--- src/verilog/ebc_pkg.sv ---
`default_nettype none
package ebc_pkg;
  // ==========================================================
  // Register map (word aligned, 32-bit Avalon data)
  localparam logic [3:0] EBC_CTRL_OFS = 4'h0;
  localparam logic [3:0] EBC_STAT_OFS = 4'h4;
  localparam logic [3:0] EBC_TBLW_OFS = 4'h8;
  localparam logic [3:0] EBC_TBLR_OFS = 4'hC;
  // ==========================================================
  // Control register fields
  localparam int EBC_DIS_BIT = 7;
  localparam int EBC_WAIT_HI = 5;
  localparam int EBC_WAIT_LO = 4;
  localparam int EBC_WM_HI = 1;
  localparam int EBC_WM_LO = 0;
  localparam logic [7:0] EBC_CTRL_RST = 8'h00;
  localparam logic [7:0] EBC_CTRL_MASK = 8'hB3;
  // ==========================================================
  // Table write data register fields
  localparam int EBC_TW_HIGH_BIT = 8;
  localparam int EBC_TW_GO_BIT = 9;
  // ==========================================================
  // Write modes and wait code decoding
  localparam logic [1:0] EBC_WM_BYTE = 2'h0;
  localparam logic [1:0] EBC_WM_UNUSED = 2'h1;
  localparam logic [1:0] EBC_WAIT_MAX = 2'h3;
  typedef enum {
    EBC_IDLE,
    EBC_WAIT,
    EBC_DONE
  } ebc_state_t;
endpackage : ebc_pkg
`default_nettype wire

--- src/verilog/ebc_bus_ctrl.sv ---
// Our own choices: register access over Avalon-MM and the register offsets.
`default_nettype none
// Contract
// - In on-chip-only mode the control register ignores all writes.
// - Bus-disable bit clear: shared pins belong to the memory bus outside on-chip-only mode.
// - Bus-disable bit set: pins are I/O except during external access; for table ops the code moves pins one cycle late, still I/O at the strobe.
// - Bus-disable bit resets to zero, bus owns pins.
// - Wait code 11/10/01/00 adds 0/1/2/3 cycles to table ops.
// - Write mode selects 16-bit table write form; ignored at 8-bit.
// - Word mode: both latch bytes out, high strobe on second byte.
// - Wait states only apply when wait-enable configuration is set.
// - Bus-width configuration set selects 16-bit data bus.
// - Internal-only fetch: pins are I/O whatever the bus-disable bit holds.
module ebc_bus_ctrl
  import ebc_pkg::*;
(
  input wire logic sys_clk,
  input wire logic reset,
  input wire logic clk_en,
  input wire logic onchip_only_mode,
  input wire logic wait_enable_cfg,
  input wire logic bus_width_config,
  input wire logic ext_access_req,
  input wire logic [3:0] avs_address,
  input wire logic avs_read,
  input wire logic avs_write,
  input wire logic [31:0] avs_writedata,
  output logic [31:0] avs_readdata,
  output logic avs_waitrequest,
  output logic pins_to_bus,
  output logic [15:0] data_out,
  output logic high_byte_write_strobe,
  output logic low_byte_write_strobe,
  output logic table_busy
);
  // ==========================================================
  // Configuration inputs from pins/fuses pass two flops
  logic [2:0] cfg_meta_reg;
  logic [2:0] cfg_sync_reg;
  logic ext_meta_reg;
  logic ext_sync_reg;
  logic onchip;
  logic wait_en;
  logic bw16;
  always_ff @(posedge sys_clk) begin
    if (reset) begin
      cfg_meta_reg <= 3'h4;
      cfg_sync_reg <= 3'h4;
      ext_meta_reg <= 1'b0;
      ext_sync_reg <= 1'b0;
    end else if (clk_en) begin
      cfg_meta_reg <= {bus_width_config, wait_enable_cfg, onchip_only_mode};
      cfg_sync_reg <= cfg_meta_reg;
      ext_meta_reg <= ext_access_req;
      ext_sync_reg <= ext_meta_reg;
    end
  end
  assign onchip = cfg_sync_reg[0];
  assign wait_en = cfg_sync_reg[1];
  assign bw16 = cfg_sync_reg[2];

  // ==========================================================
  // Registers and bus slave state
  ebc_state_t state_reg;
  ebc_state_t state_next;
  logic [7:0] ctrl_reg;
  logic [7:0] ctrl_next;
  logic [7:0] latch_low_reg;
  logic [7:0] latch_low_next;
  logic [31:0] rdata_reg;
  logic [31:0] rdata_next;
  logic wreq_reg;
  logic wreq_next;
  logic pins_reg;
  logic pins_next;
  logic [15:0] dout_reg;
  logic [15:0] dout_next;
  logic hstrobe_reg;
  logic hstrobe_next;
  logic lstrobe_reg;
  logic lstrobe_next;
  logic tbusy_reg;
  logic tbusy_next;
  logic start;
  logic timer_busy;
  logic bus_active;
  logic [1:0] wm;
  logic [7:0] wbyte;
  logic whigh;
  logic wgo;

  assign wm = ctrl_reg[EBC_WM_HI:EBC_WM_LO];
  assign wbyte = avs_writedata[7:0];
  assign whigh = avs_writedata[EBC_TW_HIGH_BIT];
  assign wgo = avs_writedata[EBC_TW_GO_BIT];
  assign bus_active = state_reg != EBC_IDLE;

  ebc_wait_timer u_timer (
    .sys_clk(sys_clk),
    .reset(reset),
    .clk_en(clk_en),
    .start(start),
    .wait_enable(wait_en),
    .wait_count_field(ctrl_reg[EBC_WAIT_HI:EBC_WAIT_LO]),
    .busy(timer_busy)
  );

  // Slave answers one cycle after request; table write holds off to end
  always_comb begin
    state_next = state_reg;
    ctrl_next = ctrl_reg;
    latch_low_next = latch_low_reg;
    rdata_next = rdata_reg;
    wreq_next = 1'b1;
    dout_next = dout_reg;
    hstrobe_next = 1'b0;
    lstrobe_next = 1'b0;
    start = 1'b0;
    case (state_reg)
      EBC_IDLE: begin
        if ((avs_read || avs_write) && wreq_reg) begin
          if (avs_write && avs_address == EBC_TBLW_OFS) begin
            start = 1'b1;
            state_next = EBC_WAIT;
            if (bw16 && wm[1]) begin
              // Word mode: hold low byte, emit word on high byte
              if (!whigh) begin
                latch_low_next = wbyte;
              end else begin
                dout_next = {wbyte, latch_low_reg};
                hstrobe_next = 1'b1;
              end
            end else begin
              // Byte mode or 8-bit bus: byte copied to both halves
              dout_next = {wbyte, wbyte};
              hstrobe_next = bw16 && whigh && wgo;
              lstrobe_next = !(bw16 && whigh) && wgo;
            end
          end else begin
            wreq_next = 1'b0;
            if (avs_write && avs_address == EBC_CTRL_OFS && !onchip) begin
              ctrl_next = wbyte & EBC_CTRL_MASK;
            end
            case (avs_address)
              EBC_CTRL_OFS: rdata_next = {24'h000000, ctrl_reg};
              EBC_STAT_OFS: rdata_next = {27'h0, pins_reg, timer_busy,
                bw16, wait_en, onchip};
              EBC_TBLR_OFS: rdata_next = {16'h0000, dout_reg};
              default: rdata_next = 32'h00000000;
            endcase
          end
        end
      end
      EBC_WAIT: begin
        if (!start && !timer_busy) begin
          state_next = EBC_DONE;
          wreq_next = 1'b0;
        end
      end
      EBC_DONE: begin
        state_next = EBC_IDLE;
      end
      default: state_next = EBC_IDLE;
    endcase
    if (onchip) begin
      pins_next = 1'b0;
    end else if (!ctrl_reg[EBC_DIS_BIT]) begin
      pins_next = 1'b1;
    end else begin
      pins_next = ext_sync_reg || bus_active;
    end
    // Busy registered so the output comes straight from a flop
    tbusy_next = state_next != EBC_IDLE;
  end

  // Control register reset to zero keeps bus owning the pins
  always_ff @(posedge sys_clk) begin
    if (reset) begin
      state_reg <= EBC_IDLE;
      ctrl_reg <= EBC_CTRL_RST;
      latch_low_reg <= 8'h00;
      rdata_reg <= 32'h00000000;
      wreq_reg <= 1'b1;
      pins_reg <= 1'b1;
      dout_reg <= 16'h0000;
      hstrobe_reg <= 1'b0;
      lstrobe_reg <= 1'b0;
      tbusy_reg <= 1'b0;
    end else if (clk_en) begin
      state_reg <= state_next;
      ctrl_reg <= ctrl_next;
      latch_low_reg <= latch_low_next;
      rdata_reg <= rdata_next;
      wreq_reg <= wreq_next;
      pins_reg <= pins_next;
      dout_reg <= dout_next;
      hstrobe_reg <= hstrobe_next;
      lstrobe_reg <= lstrobe_next;
      tbusy_reg <= tbusy_next;
    end
  end

  assign avs_readdata = rdata_reg;
  assign avs_waitrequest = wreq_reg;
  assign pins_to_bus = pins_reg;
  assign data_out = dout_reg;
  assign high_byte_write_strobe = hstrobe_reg;
  assign low_byte_write_strobe = lstrobe_reg;
  assign table_busy = tbusy_reg;

  // ==========================================================
  // Checks
  a_ctrl_locked: assert property (@(posedge sys_clk) disable iff (reset)
    (clk_en && onchip) |=> $stable(ctrl_reg))
    else $error("control changed in on-chip mode");
  a_bus_owns: assert property (@(posedge sys_clk) disable iff (reset)
    (clk_en && !onchip && !ctrl_reg[EBC_DIS_BIT]) |=> pins_to_bus)
    else $error("pins not given to bus");
  a_override: assert property (@(posedge sys_clk) disable iff (reset)
    (clk_en && !onchip && ext_sync_reg) |=> pins_to_bus)
    else $error("bus did not override pins");
  a_io_idle: assert property (@(posedge sys_clk) disable iff (reset)
    (clk_en && !onchip && ctrl_reg[EBC_DIS_BIT] && !ext_sync_reg
     && !bus_active) |=> !pins_to_bus)
    else $error("pins not released to I/O");
  a_word_out: assert property (@(posedge sys_clk) disable iff (reset)
    (clk_en && state_reg == EBC_IDLE && wreq_reg && avs_write
     && avs_address == EBC_TBLW_OFS && bw16 && wm[1] && whigh)
    |=> high_byte_write_strobe && !low_byte_write_strobe
        && data_out[7:0] == $past(latch_low_reg))
    else $error("word write wrong");
  a_byte_copy: assert property (@(posedge sys_clk) disable iff (reset)
    (low_byte_write_strobe || (high_byte_write_strobe && !wm[1]))
    |-> data_out[15:8] == data_out[7:0])
    else $error("byte not copied");
  a_one_strobe: assert property (@(posedge sys_clk) disable iff (reset)
    !(high_byte_write_strobe && low_byte_write_strobe))
    else $error("both strobes active");
  a_narrow_bus: assert property (@(posedge sys_clk) disable iff (reset)
    !bw16 |-> !high_byte_write_strobe)
    else $error("high strobe on 8-bit bus");
endmodule : ebc_bus_ctrl
`default_nettype wire

--- src/verilog/ebc_wait_timer.sv ---
`default_nettype none
module ebc_wait_timer
  import ebc_pkg::*;
(
  input wire logic sys_clk,
  input wire logic reset,
  input wire logic clk_en,
  input wire logic start,
  input wire logic wait_enable,
  input wire logic [1:0] wait_count_field,
  output logic busy
);
  // ==========================================================
  // Wait-state counter
  logic [1:0] count_reg;
  logic [1:0] count_next;
  logic busy_reg;
  logic busy_next;

  // Code 11 adds zero cycles, 00 adds three
  always_comb begin
    count_next = count_reg;
    busy_next = busy_reg;
    if (start) begin
      count_next = EBC_WAIT_MAX - wait_count_field;
      busy_next = wait_enable && (wait_count_field != EBC_WAIT_MAX);
    end else if (busy_reg) begin
      if (count_reg == 2'h1) begin
        busy_next = 1'b0;
      end
      count_next = count_reg - 2'h1;
    end
  end

  always_ff @(posedge sys_clk) begin
    if (reset) begin
      count_reg <= 2'h0;
      busy_reg <= 1'b0;
    end else if (clk_en) begin
      count_reg <= count_next;
      busy_reg <= busy_next;
    end
  end

  assign busy = busy_reg;

  a_wait_zero: assert property (@(posedge sys_clk) disable iff (reset)
    (clk_en && start && !wait_enable) |=> !busy)
    else $error("wait applied while disabled");
  a_wait_three: assert property (@(posedge sys_clk) disable iff (reset)
    (clk_en && start && wait_enable && wait_count_field == 2'h0)
    ##1 clk_en[*3] |-> busy ##1 !busy)
    else $error("three cycle wait wrong");
endmodule : ebc_wait_timer
`default_nettype wire

--- config.mk ---
export PLATFORM = sky130hd
export DESIGN_NAME = ebc_bus_ctrl
export DESIGN_NICKNAME = d
export VERILOG_FILES = /design/src/verilog/ebc_pkg.sv /design/src/verilog/ebc_bus_ctrl.sv /design/src/verilog/ebc_wait_timer.sv
export SDC_FILE = /design/constraint.sdc
export NUM_CORES = 1
export LEC_CHECK = 0
export ABC_AREA = 1
export BUFFER_PORTS_ARGS = -buffer_cell sky130_fd_sc_hd__buf_2
export CAP_MARGIN = 0
export CORE_ASPECT_RATIO = 0.8
export CORE_MARGIN = 1
export CORE_UTILIZATION = 50
export CTS_CLUSTER_SIZE = 10
export DETAILED_ROUTE_END_ITERATION = 7
export GPL_TIMING_DRIVEN = 0
export HOLD_SLACK_MARGIN = 0.03
export PLACE_DENSITY = 0.84
export SKIP_CTS_REPAIR_TIMING = 1
export SLEW_MARGIN = 20
export SYNTH_ARGS = -nofsm -noshare
export SYNTH_HDL_FRONTEND = slang
export SYNTH_SLANG_ARGS = --single-unit
--- constraint.sdc ---
create_clock -name sys_clk -period 2.03 [get_ports sys_clk]
set_clock_uncertainty 0.15 [all_clocks]
set_input_delay 0.406 -clock sys_clk [delete_from_list [all_inputs] [get_ports sys_clk]]
set_output_delay 0.406 -clock sys_clk [all_outputs]
set_load 0.005 [all_outputs]
# After elaboration in Yosys (flattened, before gate mapping)
# Index checks and enable logic that the tools add are counted.
[totals]
register_bits = 109
in_bits = 45
output_inout_bits = 53
[classes]
addsub = 2
eq_ne = 7
mux = 29
bitwise = 2
reduce_logical = 23
[ops]
columns = ["cell", "n"]
rows = [
  ["32-bit two-way mux", 3],
  ["32-bit case mux with 2 select lines", 1],
  ["32-bit nonzero test", 2],
  ["16-bit case mux with 3 select lines", 1],
  ["32-bit by 1-bit == test with 1-bit output, second input constant", 1],
  ["32-bit logical NOT", 1],
  ["16-bit two-way mux", 2],
  ["1-bit two-way mux", 19],
  ["5-bit AND reduction", 2],
  ["1-bit logical AND", 9],
  ["4-bit == test, second input constant", 2],
  ["6-bit AND reduction", 1],
  ["4-bit by 3-bit == test with 1-bit output, second input constant", 1],
  ["4-bit logical NOT", 1],
  ["2-bit two-way mux", 2],
  ["2-bit != test, second input constant", 2],
  ["4-bit AND reduction", 1],
  ["2-bit by 1-bit == test with 1-bit output, second input constant", 1],
  ["1-bit logical NOT", 2],
  ["1-bit logical OR", 2],
  ["1-bit inverter", 2],
  ["1-bit case mux with 2 select lines", 1],
  ["2-bit AND reduction", 1],
  ["2-bit nonzero test", 1],
  ["other kinds (2)", 2],
]

# Logic depth before layout (Yosys ltp)
[depth]
depth_word = 7
mapped_depth = 10
mapped_depth_nobuf = 10

# Hierarchy
# A second synthesis with hierarchy kept.
[unflattened]
cells_unflattened = 590
hier_area_um2 = 4121.5
[by_module_without_submodules]
columns = ["mod", "instances", "cells_per_inst", "area_per_inst_um2", "seq_area_each_um2"]
rows = [
  ["ebc_bus_ctrl", 1, 562, 3947.5, 1801.7],
  ["ebc_wait_timer", 1, 28, 173.9, 60.1],
]

# Worst setup path after synthesis
# OpenSTA, ideal clock, no wires.
[synth_path]
path_type = "input-to-reg"
start = "input clk_en"
end = "register rdata_reg[10], in the netlist avs_readdata[10]"
setup_time_ns = 0.116
t_arrival_ns = 1.370
required_ns = 1.764
path_slack_ns = 0.395
cell_stages = 7
n_path_buf = 2
path_cell_list = "clkbuf_1 inv_2 nor2_2 nand2_2 buf_2 o21ai_0 nor2_1"
[synth_via]
elab_chain_len = 1
[synth_rtl]
columns = ["element", "line_no", "rtl"]
rows = [
  ["from (decl)", "ebc_bus_ctrl.sv:19", "input wire logic clk_en,"],
  ["4-bit AND reduction (no source line)", "--", ""],
  ["to (signal assigned)", "ebc_bus_ctrl.sv:193", "rdata_reg <= rdata_next;"],
  ["to (decl)", "ebc_bus_ctrl.sv:70", "logic [31:0] rdata_reg;"],
]
# No other way between the ends.
# A chain may end at the register's enable or synchronous reset.

# Worst setup path in the final report
[layout_path]
start = "register state_reg[14]"
end = "register latch_low_reg[7]"
[layout_via]
elab_chain_len = 2
[layout_rtl]
columns = ["element", "line_no", "rtl"]
rows = [
  ["from (decl)", "ebc_bus_ctrl.sv:64", "ebc_state_t state_reg;"],
  ["from (signal assigned)", "ebc_bus_ctrl.sv:190", "state_reg <= state_next;"],
  ["32-bit logical NOT", "ebc_bus_ctrl.sv:119", "case (state_reg)"],
  ["6-bit AND reduction (no source line)", "--", ""],
  ["to (signal assigned)", "ebc_bus_ctrl.sv:192", "latch_low_reg <= latch_low_next;"],
  ["to (decl)", "ebc_bus_ctrl.sv:68", "logic [7:0] latch_low_reg;"],
]
# No other way between the ends.

==> summary.txt <==
CP max FO -> 10
Rows -> 28
r2r endpoint -> latch_low_reg[7]$_SDFFE_PP0P_
Final Cycle Share -> 94.4%
GR Overflow Total -> 0
Leak -> 2.09 nW
worst path bufs/invs -> 1
Comb power frac -> 10.0%
Min-Delay Endpoint -> cfg_meta_reg[2]$_SDFFE_PP1P_
pre-CTS setup slack -> 0.0608 ns
placed insts -> 742
Period minus WS final -> 1.92 ns
die area -> 8350 µm²
Worst EP required -> 2.12 ns
GP Congestion -> 0.942
Rel. slew slack -> 62.1%
cell depth of the worst flop-to-flop path -> 9
yosys warns -> 0
synthesized cell area -> 4000 µm²
crit path max-delay cell type -> dfxtp_1
Max VDD drop -> 0.355 mV
WP data arrival -> 2.00 ns
synth unique cells -> 29
drt drc -> 0
synthesis-stage register bit count -> 93
sequential area share after synthesis -> 46.6%
dominant cell type by area after synthesis -> dfxtp_1
drt initial violations -> 189
first-pass GRT wire length -> 15000 µm
Startpoint Class -> register
Die Y -> 82.0 µm
final hold slack -> 0.110 ns
Inserted Diodes -> 0
layout cells sized above 1 -> 18.0%
CP Class -> reg2reg
H-tree Lvls -> 3
status -> completed
post-synth top area share -> 46.6%
Clock Latency Late Sink -> 0.36 ns
final setup fails -> 0
Fin. Hold Viols -> 0
Final Max Slew Viols -> 0
min-delay src -> bus_width_config
Die X-Extent -> 102 µm
Detailed Place HPWL -> 7200 µm
routed wire length -> 9690 µm
maxcap violations -> 0
# clock sinks -> 93
final setup margin -> 0.115 ns
Total GRT Usage -> 23.4%
vias per cell -> 5.01
core region area -> 7570 µm²
largest net degree at the start of global routing -> 15
reg-to-reg slack, setup -> 0.11 ns
critical-path cell list -> nor2_1 > nand2_1 > nor2_2 > nand2_2 > nor2_8 > nand3_1 > buf_2 > nor3_1 > nor2_1
Critical R2R Launch -> state_reg[14]$_SDFFE_PP0P_
setup TNS -> 0 ns
Nets -> 696
wire per inst -> 12.8 µm
Layout Cells excl Fill -> 760
Finished Cell Area -> 4700 µm²
vias in the first global route -> 3323
internal power -> 2.60 mW
initial antenna violation count -> 0
layout overhead on the synthesized area -> 17.6%
Switch Pwr -> 853 µW
Peak Freq -> 0.522 GHz
Hold Path Class -> in2reg
CP max stage delay -> 0.32 ns
element type at the critical path end -> register
Worst-Margin Slew -> 0.569 ns
commonest cells after routing, fill and taps aside -> nand2_1 (159), nor2_1 (98), dfxtp_1 (93)
cell family with most CP delay -> simple AND/OR/NAND/NOR gates
power density over cell area -> 734 nW/µm²
Cells after Synth -> 565
Port Buf Inserts -> 57
ranking of synthesized cells by area -> dfxtp_1 (47%), nand2_1 (15%), nor2_1 (9.5%), a21oi_1 (6.0%), o21ai_0 (3.8%)
worst-case clock buffer depth -> 2
Mapped Avg Cell Area -> 7.07 µm²
commonest non-fill, non-tap cell in the layout -> nand2_1
Num CTS Buffers -> 9
Placed Instance Area -> 4470 µm²
Root Buffer -> clkbuf_8
Clock Power Share -> 35.3%
CTS tree -> yes
Largest register FFs -> 32
via count -> 3805
critical path's most frequent cell -> nor2_1
IO Pins -> 98
Clock transition at path regs -> 0.08 ns
initial core utilization -> 52.8%
Routed Antenna Nets -> 0
Worst Hold Depth -> 3
Seq pwr share -> 54.7%
drt first pass iters -> 5
switching part of the total -> 24.7%
## logic make-up after synthesis
kind of cell | count (synthesis) | share of synthesized area (%)
AO/OA/AOI/OAI | 80 | 10.1
other | 1 | 0.0939
adder cells (fa/ha/maj) | 1 | 0.313
flip-flops | 93 | 46.6
AND/OR/NAND/NOR | 309 | 32.9
buffers and inverters | 81 | 10.0
## Yosys cell counts (all sizes together)
library cell  number
ha                 1
conb               1
clkinv             1
inv               38
nor3               9
nor2             107
or2                1
a21oi             48
dfxtp             93
clkbuf            16
nand3             17
o21ai             32
nand3b             1
nand4             10
nand2            164
buf               26
## worst max path at each step
| stage | depth (start not counted) | slack [ns] | start | to |
|---|---|---|---|---|
| 2_1_floorplan | 7 | 0.39 | clk_en | avs_readdata[10]$_SDFFE_PP0P_ |
| 3_3_place_gp | 7 | 0.09 | clk_en | avs_readdata[12]$_SDFFE_PP0P_ |
| 3_5_place_dp | 8 | 0.06 | avs_address[1] | latch_low_reg[7]$_SDFFE_PP0P_ |
| 4_1_cts | 9 | 0.03 | state_reg[14]$_SDFFE_PP0P_ | latch_low_reg[7]$_SDFFE_PP0P_ |
| 5_1_grt | 11 | -0.009 | state_reg[14]$_SDFFE_PP0P_ | u_timer.count_reg[1]$_SDFFE_PP0P_ |
| 6_report | 9 | 0.11 | state_reg[14]$_SDFFE_PP0P_ | latch_low_reg[7]$_SDFFE_PP0P_ |
## final cells by class
type / instances / area, µm²
fill: 704 / 2870
sequential: 93 / 1860
multi-input combinational: 406 / 1800
timing repair buffer: 59 / 310
buffer: 42 / 251
clock buffer: 13 / 149
inverter: 39 / 149
tap: 105 / 131
clock inverter: 3 / 45.0
## metrics by stage
stage                     utilization [%]  power, mW
final                                62.1       3.45
after global routing                 62.1       3.58
after CTS                            61.6       3.44
after detailed placement             59.0       2.25
after global placement               59.0       2.24
after floorplan                         -       2.14
## power groups by stage
stage	registers [mW]	logic [mW]	clock network (mW)
floorplan	1.93	0.211	0
global placement	1.93	0.315	0
detailed placement	1.93	0.323	0
CTS	1.89	0.325	1.23
global route	1.89	0.383	1.31
finish	1.89	0.345	1.22
## tightest hold or removal path, cell delays in order
cell	delay, ns
buf_2	0.07
nand2_1	0.04
nand3_1	0.06
## metal layers
layer  routed length, µm  vias up  GRT usage (%)  part of all wire, %
li1                    -     1917              -                    -
met2                4400      135           37.7                   45
met1                4410     1741           30.7                   46
met5                   0        -              0                    0
met4                 142        0           7.71                  1.5
met3                 733       12           6.30                  7.6
Power figures use the tool's default switching activity.
